File: config.mk
export PLATFORM = sky130hd
export DESIGN_NAME = global_shutter_exposure_sequencer
export DESIGN_NICKNAME = d
export VERILOG_FILES = /design/src/inc/gs_seq_pkg.sv /design/src/inc/row_tick_if.sv /design/src/rtl/global_shutter_exposure_sequencer.sv /design/src/rtl/row_timer.sv
export SDC_FILE = /design/constraint.sdc
export NUM_CORES = 1
export LEC_CHECK = 0
export ABC_AREA = 1
export BUFFER_PORTS_ARGS = -buffer_cell sky130_fd_sc_hd__buf_2
export CORE_MARGIN = 2
export CORE_UTILIZATION = 58
export DETAILED_ROUTE_END_ITERATION = 16
export GPL_TIMING_DRIVEN = 0
export PLACE_DENSITY_LB_ADDON = 0.08
export SLEW_MARGIN = 20
export SYNTH_ARGS = -nofsm -noshare
export SYNTH_HDL_FRONTEND = slang
export SYNTH_SLANG_ARGS = --single-unit
File: constraint.sdc
create_clock -name mclk -period 4.3 [get_ports mclk]
set_clock_uncertainty 0.05 [all_clocks]
set_input_delay 0.215 -clock mclk [delete_from_list [all_inputs] [get_ports mclk]]
set_output_delay 0.215 -clock mclk [all_outputs]
set_load 0.005 [all_outputs]
File: src/inc/gs_seq_pkg.sv
// Shared constants and types for the global-shutter exposure sequencer
package gs_seq_pkg;

  // ==========================================================================
  // Clock and row timing
  // ==========================================================================
  localparam int unsigned CLK_PERIOD_NS      = 50;
  localparam int unsigned ROW_CYCLES         = 2624;
  localparam int unsigned CYC_W              = 12;

  // Charge transfer pulse: a least time, so round up to whole cycles
  localparam int unsigned CHARGE_MOVE_NS     = 5500;
  localparam int unsigned CHARGE_MOVE_CYCLES =
    (CHARGE_MOVE_NS + CLK_PERIOD_NS - 1) / CLK_PERIOD_NS;

  // ==========================================================================
  // Sequence lengths in rows
  // ==========================================================================
  localparam int unsigned DRAIN_ROWS         = 1;
  localparam int unsigned INTERFRAME_ROWS    = 9;
  localparam int unsigned FULL_FRAME_ROWS    = 1080;
  localparam int unsigned EXP_W              = 21;
  localparam int unsigned ROI_W              = 12;
  localparam int unsigned GAP_W              = 8;
  localparam int unsigned FRAME_CNT_W        = 16;

  // ==========================================================================
  // Reset values of the pin-facing outputs
  // ==========================================================================
  localparam logic        PIXEL_DRAIN_RST    = 1'b1;
  localparam logic        CHARGE_MOVE_RST    = 1'b0;
  localparam logic        EXPOSURE_RST       = 1'b0;

  // ==========================================================================
  // Types
  // ==========================================================================
  typedef enum logic [1:0] {
    TRIG_INTERNAL,
    TRIG_EXTERNAL,
    TRIG_SOFTWARE
  } trig_mode_t;

  typedef enum logic [2:0] {
    ST_IDLE,
    ST_WAIT_TRIG,
    ST_DRAIN,
    ST_EXPOSE,
    ST_TRANSFER,
    ST_READ_REF,
    ST_GAP,
    ST_READ_SIG
  } seq_state_t;

endpackage

File: src/inc/row_tick_if.sv
// Carrier between the sequencer and its row-period timer
interface row_tick_if;
  logic restart;
  logic row_tick;

  modport timer (
    input  restart,
    output row_tick
  );

  modport seq (
    output restart,
    input  row_tick
  );
endinterface

File: src/rtl/global_shutter_exposure_sequencer.sv
// Global-shutter exposure sequencer: drain, expose, transfer, two readouts
//
// Contract
// - Drain high before each exposure empties every pixel.
// - All pixels start together and collect for the whole exposure.
// - At exposure end all pixels move charge to readout at once.
// - Each acquisition reads a reference frame and a signal frame.
// - A host start launches the sequence; its pulse stays internal.
// - Exposure-active is high exactly during the common exposure.
// - Per-row, all-rows and any-row flags equal exposure-active.
// - In triggered modes ready is high only while waiting for a trigger.
// - Drain high keeps pixels empty; drain low lets them integrate.
// - The falling edge of the drain pulse starts each exposure.
// - Charge-move ends exposure and transfers charge while high.
// - A readout-phase flag marks reference and signal readouts.
// - A minimum gap separates reference end and signal start.
// - One row period is 2624 clock cycles.
// - A frame is the row count each sensor half reads for the region.
// - Internal mode waits for full readout before a new exposure.
module global_shutter_exposure_sequencer
  import gs_seq_pkg::*;
#(
  parameter int unsigned ROW_LEN   = ROW_CYCLES,
  parameter int unsigned MOVE_LEN  = CHARGE_MOVE_CYCLES,
  parameter int unsigned MIN_GAP   = INTERFRAME_ROWS
) (
  input  wire logic                   mclk,
  input  wire logic                   rstn,
  input  wire logic                   acq_start,
  input  wire logic                   acq_stop,
  input  wire logic [1:0]             trig_mode,
  input  wire logic                   sw_trig,
  input  wire logic                   ext_trig_in,
  input  wire logic [EXP_W-1:0]       exposure_rows,
  input  wire logic [ROI_W-1:0]       frame_rows,
  input  wire logic [GAP_W-1:0]       gap_rows,
  input  wire logic [FRAME_CNT_W-1:0] frame_total,
  output logic                        pixel_drain_out,
  output logic                        charge_move_out,
  output logic                        exposure_active_out,
  output logic                        row_n_exposing_out,
  output logic                        all_rows_exposing_out,
  output logic                        any_row_exposing_out,
  output logic                        trigger_ready_out,
  output logic                        readout_phase_out,
  output logic                        ref_frame_out,
  output logic                        signal_frame_out,
  output logic                        busy_out
);

  // ==========================================================================
  // Row timer
  // ==========================================================================
  row_tick_if rt ();

  row_timer #(
    .ROW_LEN (ROW_LEN)
  ) u_row_timer (
    .mclk (mclk),
    .rstn (rstn),
    .rt   (rt.timer)
  );

  // ==========================================================================
  // External trigger synchroniser and edge detect
  // ==========================================================================
  logic ext_s1_q;
  logic ext_s2_q;
  logic ext_prev_q;
  logic ext_s1_d;
  logic ext_s2_d;
  logic ext_prev_d;
  logic ext_rise;

  always_comb begin
    ext_s1_d   = ext_trig_in;
    ext_s2_d   = ext_s1_q;
    ext_prev_d = ext_s2_q;
    ext_rise   = ext_s2_q & ~ext_prev_q;
  end

  always_ff @(posedge mclk or negedge rstn) begin
    if (!rstn) begin
      ext_s1_q   <= 1'b0;
      ext_s2_q   <= 1'b0;
      ext_prev_q <= 1'b0;
    end else begin
      ext_s1_q   <= ext_s1_d;
      ext_s2_q   <= ext_s2_d;
      ext_prev_q <= ext_prev_d;
    end
  end

  // ==========================================================================
  // Sequencer state
  // ==========================================================================
  seq_state_t             state_q;
  seq_state_t             state_d;
  trig_mode_t             mode_q;
  trig_mode_t             mode_d;
  logic [EXP_W-1:0]       rows_q;
  logic [EXP_W-1:0]       rows_d;
  logic [CYC_W-1:0]       move_q;
  logic [CYC_W-1:0]       move_d;
  logic [FRAME_CNT_W-1:0] frames_q;
  logic [FRAME_CNT_W-1:0] frames_d;

  logic [EXP_W-1:0]       rows_nx;
  logic [EXP_W-1:0]       target;
  logic [EXP_W-1:0]       exp_len;
  logic [EXP_W-1:0]       frame_len;
  logic [EXP_W-1:0]       gap_len;
  logic                   row_done;
  logic                   trig_exposure_active_out;
  logic                   last_frame;
  seq_state_t             after_frame;

  // Targets held as row counts; zero exposure clamps to one row, zero frame to a full frame
  always_comb begin
    exp_len   = (exposure_rows == '0) ? EXP_W'(1) : exposure_rows;
    // Frame length in rows per sensor half
    frame_len = (frame_rows == '0) ? EXP_W'(FULL_FRAME_ROWS)
                                   : EXP_W'(frame_rows);
    // Gap never shorter than the interframe minimum
    gap_len   = (EXP_W'(gap_rows) < EXP_W'(MIN_GAP)) ? EXP_W'(MIN_GAP)
                                                       : EXP_W'(gap_rows);
  end

  always_comb begin
    case (state_q)
      ST_DRAIN:    target = EXP_W'(DRAIN_ROWS);
      ST_EXPOSE:   target = exp_len;
      ST_READ_REF: target = frame_len;
      ST_GAP:      target = gap_len;
      ST_READ_SIG: target = frame_len;
      default:     target = EXP_W'(1);
    endcase
  end

  always_comb begin
    rows_nx     = rows_q + 1'b1;
    row_done    = rt.row_tick & (rows_nx >= target);
    // Triggers count only while ready is shown; others are dropped
    trig_exposure_active_out   = (state_q == ST_WAIT_TRIG) &&
                  (((mode_q == TRIG_EXTERNAL) && ext_rise) ||
                   ((mode_q == TRIG_SOFTWARE) && sw_trig));
    last_frame  = (frames_q == FRAME_CNT_W'(1));
    // Internal mode only re-drains after the signal readout ends
    after_frame = (mode_q == TRIG_INTERNAL) ? ST_DRAIN : ST_WAIT_TRIG;
  end

  // ==========================================================================
  // Next-state logic
  // ==========================================================================
  always_comb begin
    state_d    = state_q;
    mode_d     = mode_q;
    rows_d     = rows_q;
    move_d     = move_q;
    frames_d   = frames_q;
    rt.restart = 1'b0;
    case (state_q)
      ST_IDLE: begin
        if (acq_start) begin
          mode_d     = (trig_mode == 2'(TRIG_EXTERNAL)) ? TRIG_EXTERNAL :
                       (trig_mode == 2'(TRIG_SOFTWARE)) ? TRIG_SOFTWARE :
                                                          TRIG_INTERNAL;
          frames_d   = frame_total;
          rows_d     = '0;
          rt.restart = 1'b1;
          state_d    = (trig_mode == 2'(TRIG_EXTERNAL) ||
                        trig_mode == 2'(TRIG_SOFTWARE)) ? ST_WAIT_TRIG
                                                        : ST_DRAIN;
        end
      end
      ST_WAIT_TRIG: begin
        if (trig_exposure_active_out) begin
          rows_d     = '0;
          rt.restart = 1'b1;
          state_d    = ST_DRAIN;
        end
      end
      ST_DRAIN: begin
        // Full drain row before exposure begins
        if (rt.row_tick) begin
          rows_d = rows_nx;
        end
        if (row_done) begin
          rows_d  = '0;
          state_d = ST_EXPOSE;
        end
      end
      ST_EXPOSE: begin
        if (rt.row_tick) begin
          rows_d = rows_nx;
        end
        if (row_done) begin
          rows_d  = '0;
          move_d  = '0;
          state_d = ST_TRANSFER;
        end
      end
      ST_TRANSFER: begin
        // Charge-move held for its full transfer time
        move_d = move_q + 1'b1;
        if (move_q == CYC_W'(MOVE_LEN - 1)) begin
          move_d     = '0;
          rows_d     = '0;
          rt.restart = 1'b1;
          state_d    = ST_READ_REF;
        end
      end
      ST_READ_REF: begin
        if (rt.row_tick) begin
          rows_d = rows_nx;
        end
        if (row_done) begin
          rows_d  = '0;
          state_d = ST_GAP;
        end
      end
      ST_GAP: begin
        if (rt.row_tick) begin
          rows_d = rows_nx;
        end
        if (row_done) begin
          rows_d  = '0;
          state_d = ST_READ_SIG;
        end
      end
      ST_READ_SIG: begin
        if (rt.row_tick) begin
          rows_d = rows_nx;
        end
        if (row_done) begin
          rows_d = '0;
          if (last_frame) begin
            state_d = ST_IDLE;
          end else begin
            // Zero frame total means run until stopped
            if (frames_q != '0) begin
              frames_d = frames_q - 1'b1;
            end
            state_d = after_frame;
          end
        end
      end
      default: begin
        state_d = ST_IDLE;
      end
    endcase
    // Stop aborts at once; the drain goes high again so no charge is held
    if (acq_stop) begin
      state_d = ST_IDLE;
      rows_d  = '0;
      move_d  = '0;
    end
  end

  always_ff @(posedge mclk or negedge rstn) begin
    if (!rstn) begin
      state_q  <= ST_IDLE;
      mode_q   <= TRIG_INTERNAL;
      rows_q   <= '0;
      move_q   <= '0;
      frames_q <= '0;
    end else begin
      state_q  <= state_d;
      mode_q   <= mode_d;
      rows_q   <= rows_d;
      move_q   <= move_d;
      frames_q <= frames_d;
    end
  end

  // ==========================================================================
  // Registered outputs, decoded from the next state so they align with it
  // ==========================================================================
  logic drain_d;
  logic move_out_d;
  logic expose_d;
  logic ready_d;
  logic ref_d;
  logic sig_d;
  logic busy_d;

  always_comb begin
    // Drain low only while pixels integrate
    // Drain falls exactly as exposure starts
    drain_d    = (state_d != ST_EXPOSE);
    // One global transfer pulse for every pixel
    move_out_d = (state_d == ST_TRANSFER);
    // Exposure flag spans the common exposure period
    expose_d   = (state_d == ST_EXPOSE);
    ready_d    = (state_d == ST_WAIT_TRIG);
    ref_d      = (state_d == ST_READ_REF);
    sig_d      = (state_d == ST_READ_SIG);
    busy_d     = (state_d != ST_IDLE);
  end

  always_ff @(posedge mclk or negedge rstn) begin
    if (!rstn) begin
      // Safe idle levels out of reset
      pixel_drain_out       <= PIXEL_DRAIN_RST;
      charge_move_out       <= CHARGE_MOVE_RST;
      exposure_active_out   <= EXPOSURE_RST;
      row_n_exposing_out    <= EXPOSURE_RST;
      all_rows_exposing_out <= EXPOSURE_RST;
      any_row_exposing_out  <= EXPOSURE_RST;
      trigger_ready_out     <= 1'b0;
      readout_phase_out     <= 1'b0;
      ref_frame_out         <= 1'b0;
      signal_frame_out      <= 1'b0;
      busy_out              <= 1'b0;
    end else begin
      pixel_drain_out       <= drain_d;
      charge_move_out       <= move_out_d;
      exposure_active_out   <= expose_d;
      row_n_exposing_out    <= expose_d;
      all_rows_exposing_out <= expose_d;
      any_row_exposing_out  <= expose_d;
      // Ready shown only while waiting for a trigger
      trigger_ready_out     <= ready_d;
      readout_phase_out     <= ref_d | sig_d;
      ref_frame_out         <= ref_d;
      signal_frame_out      <= sig_d;
      busy_out              <= busy_d;
    end
  end

endmodule

File: src/rtl/row_timer.sv
// Row-period timer: one-cycle tick at the end of every row
module row_timer
  import gs_seq_pkg::*;
#(
  parameter int unsigned ROW_LEN = ROW_CYCLES
) (
  input  wire logic mclk,
  input  wire logic rstn,
  row_tick_if.timer rt
);

  // ==========================================================================
  // Cycle counter
  // ==========================================================================
  logic [CYC_W-1:0] cnt_q;
  logic [CYC_W-1:0] cnt_d;
  logic             last;

  // Restart wins so a new state always begins on a full row
  always_comb begin
    last        = (cnt_q == CYC_W'(ROW_LEN - 1));
    rt.row_tick = last & ~rt.restart;
    if (rt.restart || last) begin
      cnt_d = '0;
    end else begin
      cnt_d = cnt_q + 1'b1;
    end
  end

  always_ff @(posedge mclk or negedge rstn) begin
    if (!rstn) begin
      cnt_q <= '0;
    end else begin
      cnt_q <= cnt_d;
    end
  end

endmodule

==> summary.txt, run 1 <==
Timing
  • Tcrit/Tclk final: 92.5%
  • Endpoints failing hold: 0
  • F_max: 251 MHz
  • Tightest slew margin relative to the limit: between 60% and 70%
  • Setup ws final: between 300 and 400 ps
  • Fin. max-slew vios: 0
  • Slew @ Worst Pin: 569 ps
  • Finish-stage setup viols: 0
  • Crit path time final: between 3000 and 4000 ps

Pwr
  • Max VDD drop: 0.252 mV
  • LEAKAGE: approximately 3.3 nW
  • Final Power: 2.31 mW
  • PD cells: 373 nW/um2

Yosys
  • Post-synthesis register bit count: 77
  • Syn avg cell area: 7.13 um2
  • Ys Warns: 0
  • Synth unique cells: 47
  • Async S/R FF share, synth: 100%
  • Top_reg_cell synth: dfrtp_1
  • Cells after Synth: ~750
  • Mapped Area: 5370 um2
  • EDFF count, synth: 0
  • Post-synth net total: 847
  • Post-synthesis sequential area ratio: 35.9%

GRT
  • Vias in the first global route: 5020
  • Grt ovf: 0
  • Global Route Usage Sum: between 20% and 30%
  • First-pass GRT wire length: 22600 um
  • Pin count of the biggest net entering global routing: 47
  • Antenna violations before repair: 0

Detailed routing
  • Met1 wire length: 6080 um
  • Wire length on met2: about 6300 um
  • DR iter-0 viols: 282
  • DR vias/cell: 5.46
  • DR WL/cell: 14.2 um
  • Post-route ant nets: 0
  • Max layer used: met4
  • Final WL: ~14000 um
  • Met3 wire length: between 800 and 900 um
  • Vias: approximately 5.2k
  • Drt pass-1 iters: 8
  • Drt drc: 0

Worst setup path
  • CP max-delay cell: dfrtp_2
  • Largest stage delay on the critical path: 400 ps
  • Most used cell, CP: nand2_1
  • Kind of critical path: flip-flop to flip-flop
  • Crit path DAT: 4220 ps
  • CP bufs+invs: 3
  • Required @ worst endpoint: approximately 4500 ps
  • CP Max Fanout: 10
  • CP Capture Type: flip-flop
  • CP delay by family, top: simple AND/OR/NAND/NOR gates
  • Startpoint Class: flip-flop

Die
  • # IOs: 76
  • Die area: 10000 um2
  • Core area: 9110 um2
  • Initial core utilization: between 50% and 60%
  • Site Rows: 35
  • Die Span X: 100 um
  • Die H: ~100 um

Cells and area
  • Ratio of cells with drive above 1 in the final layout: 16.2%
  • Layout Nets: approximately 940
  • ANT cells: 0
  • Core Util, Final: 67.9%
  • Design area: 6190 um2
  • P&R area growth vs syn: 15.3%
  • Fillers: 801
  • Fin cells: approximately 960

Clocking
  • CTS Sinks: 77
  • CTS tree: done
  • CTS Buf Count: 9
  • Worst skew pair latency: ~370 ps
  • H-tree depth: 3
  • Clock-pin transition on the worst setup and hold timing paths: 90 ps
  • Root Buffer Master: clkbuf_8
  • Longest Clk Path Bufs: 2

Place
  • Post-DP Area: 5910 um2
  • Post-Place Cells: 939
  • Dpl hpwl: around 10000 um
  • Gpl congestion: ~1.0
  • Buffers added on ports: 74
  • Place WS: 294 ps

Outcome
  • Status: finished clean

Run
  • Max-capacitance violation count: 0

Worst hold path
  • Hold WC Path Type: input pin to flip-flop
-- state kept, by name, summed over array words and instances (netlist names) --
name and flops:
any_row_exposing_out 1, busy_out 1, charge_move_out 1, ext_prev_d 1, ext_prev_q 1, ext_s1_q 1, frames_q 16, mode_q 2
move_q 12, pixel_drain_out 1, readout_phase_out 1, ref_frame_out 1, rows_q 21, signal_frame_out 1, state_q 3, trigger_ready_out 1
u_row_timer.cnt_q 12
-- kinds of logic (layout without fill, tap and decap cells) --
family                   count (synthesis)  after routing  share of synthesized area [%]
AO/OA/AOI/OAI                          119            119                           13.3
XOR/XNOR                                26             26                           4.24
adder cells (fa/ha/maj)                 29             29                           6.76
buffers and inverters                  144            241                           10.7
flip-flops                              77             77                           35.9
multiplexers                             1              1                          0.187
AND/OR/NAND/NOR                        357            357                           29.0
-- path summary, 6_finish.rpt --
check                                           start                               to  slack (ps)  cells past startpoint
worst max-delay path            rows_q[0]$_DFFE_PN0P_            rows_q[0]$_DFFE_PN0P_         320                     25
worst min register to register     ext_s1_q$_DFF_PN0_             ext_prev_d$_DFF_PN0_         310                      0
min in group asynchronous                        rstn  u_row_timer.cnt_q[10]$_DFF_PN0_         280                      2
worst max register to register  rows_q[0]$_DFFE_PN0P_            rows_q[0]$_DFFE_PN0P_         320                     25
worst min-delay path                   frame_total[5]          frames_q[5]$_DFFE_PN0P_         100                      3
max in group asynchronous                        rstn        pixel_drain_out$_DFF_PN1_        3280                      3
-- placed cells by master, fill, tap and decap left out, types with 19 or more instances in the layout --
cell     Yosys  final
inv_1      122    122
nor2_1      80     78
a21oi_1     25     24
nand3_1     40     40
ha_1        29     28
buf_2        4     75
o21ai_0     34     34
dfrtp_1     76     75
xor2_1      23     23
nand2_1    180    180
o21ai_1     19     19
-- layout make-up --
| cell class | instances | area (um2) | area share (%) |
|---|---|---|---|
| multi-input cells | 532 | 2880 | 46.6 |
| flip-flops and latches | 77 | 1930 | 31.2 |
| inverters | 128 | 480 | 7.77 |
| repair buffers | 81 | 450 | 7.28 |
| well taps | 111 | 139 | 2.24 |
| clock buffers | 9 | 124 | 2.00 |
| plain buffers | 16 | 96.3 | 1.56 |
| clock inverters | 7 | 85.1 | 1.38 |
-- synthesized netlist by cell type, types with 2 or more instances --
cell type,n,area (um2)
nand2_1,180,676
inv_1,122,458
nor2_1,80,300
dfrtp_1,76,1900
nand3_1,40,200
o21ai_0,34,170
ha_1,29,363
a21oi_1,25,125
xor2_1,23,201
o21ai_1,19,95.1
nor3_1,15,75.1
o22ai_1,11,68.8
nor4_1,10,62.6
nand4_1,9,56.3
a221oi_1,7,61.3
clkbuf_1,6,22.5
inv_2,6,22.5
nor2_2,6,37.5
a22o_1,5,43.8
nand2_2,5,31.3
buf_2,4,20.0
a31oi_1,3,18.8
buf_4,3,22.5
nand3_2,3,30.0
o31ai_1,3,22.5
o32ai_1,3,26.3
xnor2_1,3,26.3
buf_6,2,22.5
nor2_4,2,22.5
nor3b_1,2,15.0
-- worst min-delay path: stages --
cell and delay, ps:
buf_2 70, o21ai_0 70, o21ai_1 130
-- metal layers --
metal	vias to the layer above	track usage, %
li1	2629	-
met1	2393	37.0
met2	184	45.9
met3	37	4.74
met4	0	13.2
met5	-	0
-- per-stage QoR --
step | hold slack [ps] | TNS [ps]
floorplan | -131 | 0
global placement | 276 | 0
detailed placement | 145 | 0
CTS | 96.1 | 0
global route | 117 | -25.0
finish | 99.0 | 0
-- report_power, final --
| group | internal [mW] | total, mW | switching [mW] |
|---|---|---|---|
| clock network | 0.283 | 0.597 | 0.315 |
| registers | 0.840 | 0.931 | 0.0904 |
| logic | 0.283 | 0.780 | 0.497 |
| total | 1.41 | 2.31 | 0.902 |
-- timing repair --
item                                    CTS  global route
gates resized for setup                   0             8
endpoints found under the setup margin    0            55
hold buffers                              2             0
setup buffers                             0             4
endpoints found under the hold margin    32             0
Power figures use the tool's default switching activity.
==> run 2, diff against run 1 <==
--- a/config.mk
+++ b/config.mk
@@ -12,6 +12,7 @@
 export DETAILED_ROUTE_END_ITERATION = 16
 export GPL_TIMING_DRIVEN = 0
 export PLACE_DENSITY_LB_ADDON = 0.08
+export RECOVER_POWER = 25
 export SLEW_MARGIN = 20
 export SYNTH_ARGS = -nofsm -noshare
 export SYNTH_HDL_FRONTEND = slang
==> constraint.sdc (replaced) <==
create_clock -name mclk -period 4.3 [get_ports mclk]
set_clock_uncertainty 0.05 [all_clocks]
set_input_delay 0.86 -clock mclk [delete_from_list [all_inputs] [get_ports mclk]]
set_output_delay 0.86 -clock mclk [all_outputs]
set_load 0.005 [all_outputs]
==> run 2 against run 1 <==
The run now ends with capacitance limit, slew limit left. Clock power about the same. Maximum frequency up 0.18%. Wire length fell by 0.24%. First-iteration DRC count down 15%. Power is 0.24% lower. Register-to-register slack about the same. Worst hold slack improved by 210 ps. Count of clock-buffer cells in the layout unchanged. Die area unchanged. Utilization shrank 0.51 points. Worst setup slack gained 7.1 ps.
==> summary.txt, run 2 (synthesis gave the netlist of run 1 again) <==
Outcome
  • Status: complete, but fails checks
  • Failing checks: capacitance limit, slew limit

GRT
  • First-pass GRT wire length: 22600 um (unchanged)
  • Pin count of the biggest net entering global routing: 47 (unchanged)
  • Grt ovf: 0 (unchanged)
  • Antenna violations before repair: 0 (unchanged)
  • Global Route Usage Sum: 28.3% (unchanged)
  • Vias in the first global route: 5020 (unchanged)

Cells and area
  • FF/Latch Area: 1930 um2 (unchanged)
  • Biggest register: rows_q
  • Number of flip-flops under the largest register name: 21 (unchanged)
  • P&R area growth vs syn: 14.4%
  • Core Util, Final: 67.4% (-0.51 points)
  • ANT cells: 0 (unchanged)
  • Footprint of the multi-input gates: 2880 um2 (unchanged)
  • Fillers: 806 (+0.62%)
  • Design area: 6140 um2 (-0.75%)
  • Most frequent cells in the layout: 180 x nand2_1, 122 x inv_1, 78 x nor2_1
  • Commonest non-fill, non-tap cell in the layout: nand2_1
  • Ratio of cells with drive above 1 in the final layout: 16.2% (-0.080 points)
  • Layout Nets: 937 (-0.21%)
  • Regs by FF count: rows_q (21), frames_q (16)

Detailed routing
  • Post-route ant nets: 0 (unchanged)
  • Final WL: 13600 um (-0.24%)
  • DR iter-0 viols: 240 (-15%)
  • Vias: 5215 (-0.53%)
  • DR WL/cell: 14.2 um (about the same)
  • DR vias/cell: 5.44 (-0.33%)
  • Drt drc: 0 (unchanged)
  • Drt pass-1 iters: 5 (-3)

Place
  • Post-DP Area: 5910 um2 (unchanged)
  • Place WS: 294 ps (unchanged)
  • Buffers added on ports: 74 (unchanged)
  • Dpl hpwl: 10500 um (unchanged)
  • Gpl congestion: 1.01 (unchanged)

Timing
  • Crit path time final: 3970 ps (-7.10 ps)
  • Fin. max-slew vios: 33 (+33)
  • Tightest slew margin relative to the limit: -16.1% (-78 points)
  • Finish-stage setup viols: 0 (unchanged)
  • F_max: 252 MHz (+0.18%)
  • Endpoints failing hold: 0 (unchanged)
  • Slew @ Worst Pin: 1740 ps (+1170 ps)
  • Hold_ws: 307 ps (+208 ps)
  • Tcrit/Tclk final: 92.4% (-0.17 points)
  • Setup ws final: 329 ps (+7.10 ps)

Worst setup path
  • Required @ worst endpoint: 4530 ps (about the same)
  • Kind of critical path: flip-flop to flip-flop
  • Crit path DAT: 4200 ps (-20 ps)
  • Startpoint Class: flip-flop
  • CP Capture Type: flip-flop
  • CP Max Fanout: 10 (unchanged)

Die
  • # IOs: 76 (unchanged)
  • Core area: 9110 um2 (unchanged)
  • Die H: 100 um (unchanged)
  • Die area: 10000 um2 (unchanged)
  • Site Rows: 35 (unchanged)
  • Initial core utilization: 58.9% (unchanged)
  • Die Span X: 100 um (unchanged)

Pwr
  • PD cells: 375 nW/um2 (+0.52%)
  • LEAKAGE: 3.27 nW (-0.62%)
  • Max VDD drop: 0.252 mV (about the same)

Clocking
  • CTS Buf Count: 9 (unchanged)
  • Root Buffer Master: clkbuf_8
  • CTS tree: done
  • CTS Sinks: 77 (unchanged)
  • Clock-pin transition on the worst setup and hold timing paths: 90 ps (about the same)
  • Hold Buf Count CTS: 0 (-2)
  • H-tree depth: 3 (unchanged)
  • Worst skew pair latency: 370 ps (about the same)
  • Longest Clk Path Bufs: 2 (unchanged)

Run
  • Max-capacitance violation count: 1 (+1)

Worst hold path
  • Hold WC Path Type: flip-flop to flip-flop
[run 2: routing by layer]
layer  vias to the layer above  GRT usage, %  share of wire [%]
li1                       2623             -                  -
met1                      2376          37.0                 44
met3                        36          4.74                6.4
met2                       180          45.9                 46
met4                         0          13.2                3.1
met5                         -             0                  0
[run 2: area by class of cell]
type                            count  share of cell area [%]
Sequential cell                    77                    31.4
Inverter                          128                    7.82
Tap cell                          111                    2.26
Buffer                             16                    1.57
Multi-Input combinational cell    532                    46.9
Timing Repair Buffer               79                    6.58
Clock buffer                        9                    2.02
Clock inverter                      7                    1.39
[run 2: per-stage QoR]
stage / power, mW / std cells / setup TNS, ps
finish: 2.30 / 959 / 0
floorplan: 1.46 / 753 / 0
detailed placement: 1.69 / 939 / 0
global placement: 1.66 / 938 / 0
CTS: 2.29 / 955 / 0
global route: 2.47 / 959 / -25.0
[run 2: path summary, 6_finish.rpt]
path                                  startpoint                               to  slack (ps)  depth (start not counted)
max in group asynchronous                   rstn               busy_out$_DFF_PN0_        1390                          2
setup / recovery           rows_q[0]$_DFFE_PN0P_            rows_q[0]$_DFFE_PN0P_         330                         25
hold reg to reg               ext_s1_q$_DFF_PN0_             ext_prev_d$_DFF_PN0_         310                          0
setup reg to reg           rows_q[0]$_DFFE_PN0P_            rows_q[0]$_DFFE_PN0P_         330                         25
hold / removal                ext_s1_q$_DFF_PN0_             ext_prev_d$_DFF_PN0_         310                          0
min in group asynchronous                   rstn  u_row_timer.cnt_q[10]$_DFF_PN0_         890                          1
[run 2: worst max-delay path: stages (launching register included)]
cell and delay, ps:
dfrtp_2 400, ha_2 200, nand3_2 120, nor2_2 140
nand2_1 100, nor2_2 120, nand2_1 110, nor2_1 140
nand2_1 120, nor2_4 130, nand3_2 110, o21ai_1 140
nand2_1 90, ha_1 340, nand2_1 110, inv_1 50
nand2_1 60, nand2_1 60, a21oi_2 130, nand4_1 260
nand2_4 220, nand2_2 100, nor2_4 240, inv_2 70
buf_6 150, mux2i_1 130
[run 2: power breakdown]
group	leakage [nW]	switching (mW)	internal (mW)	total, mW
clock	0.108	0.313	0.283	0.595
sequential	1.03	0.0907	0.840	0.931
combinational	2.13	0.497	0.279	0.776
total	3.27	0.901	1.40	2.30
[run 2: repair_timing]
action,CTS,global route
buffers inserted,0,4
endpoints found under the setup margin,0,55
resized for setup,0,8
==> run 3, diff against run 2 <==
--- a/config.mk
+++ b/config.mk
@@ -7,8 +7,12 @@
 export LEC_CHECK = 0
 export ABC_AREA = 1
 export BUFFER_PORTS_ARGS = -buffer_cell sky130_fd_sc_hd__buf_2
+export CELL_PAD_IN_SITES_DETAIL_PLACEMENT = 1
+export CELL_PAD_IN_SITES_GLOBAL_PLACEMENT = 2
+export CORE_ASPECT_RATIO = 0.75
 export CORE_MARGIN = 2
-export CORE_UTILIZATION = 58
+export CORE_UTILIZATION = 33
+export CTS_BUF_LIST = sky130_fd_sc_hd__clkbuf_16
 export DETAILED_ROUTE_END_ITERATION = 16
 export GPL_TIMING_DRIVEN = 0
 export PLACE_DENSITY_LB_ADDON = 0.08
==> run 3 against run 2 <==
The flow now finishes without violations. Die area is 72% higher. Final area is 3.8% higher. Maximum frequency is 0.23% higher. Sequential power is 0.5% higher. Power is 8.3% higher. Via count hardly changed. Cell count is 10% higher. Clock power is 27% higher. First-iteration DRC count is 11% lower. Critical endpoint is now rows_q[2]$_DFFE_PN0P_.
==> summary.txt, run 3 (synthesis gave the netlist of run 1 again) <==
Pwr
  • LEAKAGE: 3.32 nW (+1.4%)
  • Flop pwr share: 37.5% (-2.9 points)
  • Internal power: 1.56 mW (+11%)
  • Combinational power share: 32.1% (-1.6 points)
  • Switching part of the total: 37.5% (-1.7 points)
  • Max VDD drop: 0.181 mV (-28%)
  • Psw: 0.934 mW (+3.7%)
  • Clock share of power: 30.4% (+4.5 points)
  • PD cells: 391 nW/um2 (+4.3%)
  • Final Power: 2.49 mW (+8.3%)

Worst hold path
  • Hold EP: ext_prev_d$_DFF_PN0_
  • HP Start: ext_s1_q$_DFF_PN0_
  • Hold WC Path Type: flip-flop to flip-flop
  • Hold Path Depth: 0 (unchanged)

Die
  • Die Span X: 151 um (+51%)
  • # IOs: 76 (unchanged)
  • Site Rows: 40 (+14%)
  • Initial core utilization: 33.6% (-25 points)
  • Core area: 16000 um2 (+75%)
  • Die H: 114 um (+14%)
  • Die area: 17300 um2 (+72%)

GRT
  • Grt ovf: 0 (unchanged)
  • First-pass GRT wire length: 27600 um (+22%)
  • Global Route Usage Sum: 20.2% (-8.0 points)
  • Pin count of the biggest net entering global routing: 52 (+11%)
  • Vias in the first global route: 5567 (+11%)
  • Antenna violations before repair: 0 (unchanged)

Cells and area
  • Commonest non-fill, non-tap cell in the layout: nand2_1
  • ANT cells: 0 (unchanged)
  • Biggest register: rows_q
  • Ratio of cells with drive above 1 in the final layout: 16.3% (+0.099 points)
  • Most frequent cells in the layout: 178 x nand2_1, 125 x inv_1, 78 x nor2_1
  • Design area: 6370 um2 (+3.8%)
  • P&R area growth vs syn: 18.8%
  • Number of flip-flops under the largest register name: 21 (unchanged)
  • Layout Nets: 938 (+0.11%)
  • Regs by FF count: rows_q (21), frames_q (16)

Place
  • Dpl hpwl: 13200 um (+26%)
  • Gpl congestion: 0.849 (-16%)
  • Buffers added on ports: 74 (unchanged)
  • Post-DP Area: 6030 um2 (+2.1%)

Worst setup path
  • Crit path DAT: 4130 ps (-70 ps)
  • CP Max Fanout: 8 (-2)
  • Startpoint Class: flip-flop
  • Kind of critical path: flip-flop to flip-flop
  • Reg2reg end: rows_q[2]$_DFFE_PN0P_
  • Worst r2r src: rows_q[0]$_DFFE_PN0P_
  • Reg2reg path depth: 25 (unchanged)
  • CP Capture Type: flip-flop
  • Reg-to-reg slack, setup: 340 ps (about the same)
  • Required @ worst endpoint: 4470 ps (-60 ps)

Timing
  • Crit path time final: 3960 ps (-8.95 ps)
  • Tcrit/Tclk final: 92.2% (-0.21 points)
  • F_max: 252 MHz (+0.23%)
  • Slew @ Worst Pin: 1420 ps (-322 ps)
  • Tightest slew margin relative to the limit: 5.36% (+21 points)
  • Finish-stage setup viols: 0 (unchanged)
  • Endpoints failing hold: 0 (unchanged)
  • Fin. max-slew vios: 0 (-100%)

Detailed routing
  • DR WL/cell: 15.5 um (+9.4%)
  • Max layer used: met4
  • Met3 wire length: 474 um (-46%)
  • Drt drc: 0 (unchanged)
  • Final WL: 16400 um (+21%)
  • Post-route ant nets: 0 (unchanged)
  • DR iter-0 viols: 214 (-11%)
  • Met1 wire length: 8920 um (+49%)
  • DR vias/cell: 4.93 (-9.4%)
  • Wire length on met2: 6970 um (+11%)
  • Drt pass-1 iters: 4 (-1)
  • Vias: 5219 (+0.077%)

Clocking
  • Longest Clk Path Bufs: 2 (unchanged)
  • CTS Sinks: 77 (unchanged)
  • Clock-pin transition on the worst setup and hold timing paths: 60 ps (-30 ps)
  • CTS Buf Count: 9 (unchanged)
  • Worst skew pair latency: 340 ps (-30 ps)
  • H-tree depth: 3 (unchanged)
  • Root Buffer Master: clkbuf_16
  • CTS tree: done
  • Hold Buf Count CTS: 0 (unchanged)

Outcome
  • Status: finished clean

Run
  • Max-capacitance violation count: 0 (-1)
==> run 3: cell count changes in the layout (fill, tap and decap cells not counted), moves of 2 or more <==
cell / delta
clkbuf_8: -9
clkinvlp_4: +2
buf_2: -2
buf_4: +2
nand2_1: -2
inv_1: +3
nand2_2: +2
inv_6: -5
clkbuf_16: +9
==> run 3: worst max-delay path by stage <==
stage | end | slack, ps | from
after global routing | rows_q[13]$_DFFE_PN0P_ | -7 | rows_q[0]$_DFFE_PN0P_
final | rows_q[2]$_DFFE_PN0P_ | 340 | rows_q[0]$_DFFE_PN0P_
after CTS | rows_q[8]$_DFFE_PN0P_ | 110 | rows_q[0]$_DFFE_PN0P_
after detailed placement | rows_q[8]$_DFFE_PN0P_ | 160 | rows_q[0]$_DFFE_PN0P_
after floorplan | frames_q[3]$_DFFE_PN0P_ | 1010 | rows_q[0]$_DFFE_PN0P_
after global placement | rows_q[0]$_DFFE_PN0P_ | 220 | rows_q[0]$_DFFE_PN0P_
==> run 3: what timing repair did <==
action	CTS	global route
buffers inserted	0	5
resized for setup	0	16
endpoints found under the setup margin	0	56
==> run 3: per-layer routing <==
layer | vias up | global-route usage (%)
met1 | 2525 | 30.5
met2 | 70 | 30.5
met5 | - | 0
li1 | 2618 | -
met4 | 0 | 3.05
met3 | 6 | 4.02
==> run 3: per-stage QoR <==
step | hold slack (ps) | TNS (ps) | worst slack, ps | instances | utilization, %
2_1_floorplan | 281 | 0 | 1010 | 753 | -
3_3_place_gp | 290 | 0 | 222 | 1037 | 37.6
3_5_place_dp | 290 | 0 | 157 | 1038 | 37.8
4_1_cts | 298 | 0 | 111 | 1054 | 39.6
5_1_grt | 301 | -7.23 | -7.23 | 1059 | 39.9
6_report | 294 | 0 | 338 | 1059 | 39.9
==> run 3: worst max-delay path, stage by stage, from the launching register on <==
cell	delay, ps
dfrtp_2	390
ha_2	210
nand3_2	130
nor2_4	130
nand2_1	70
nor2_1	130
nand2_1	120
nor2_2	120
nand2_1	110
nor2_2	160
nand3_2	100
o21ai_1	180
nand2_2	110
ha_4	290
nand2_1	80
nor2_2	150
nand2_1	110
nor2_1	110
nand2_1	60
nand4_1	210
nand2_4	130
buf_4	160
nand2_2	120
nor2_4	70
buf_4	180
a22o_1	180
==> run 3: area by class of cell <==
class	count	area (um2)
buffer	16	104
clock buffer	9	225
clock inverter	7	61.3
fill	2011	9590
inverter	128	480
multi-input combinational	532	2900
sequential	77	1930
tap	210	263
timing repair buffer	80	410
==> run 3: power groups by stage <==
stage | Clock, mW | Sequential (mW) | Combinational (mW)
CTS | 0.779 | 0.935 | 0.796
finish | 0.757 | 0.936 | 0.800
detailed placement | 0 | 0.947 | 0.790
global route | 0.811 | 0.954 | 0.924
floorplan | 0 | 0.924 | 0.539
global placement | 0 | 0.942 | 0.763
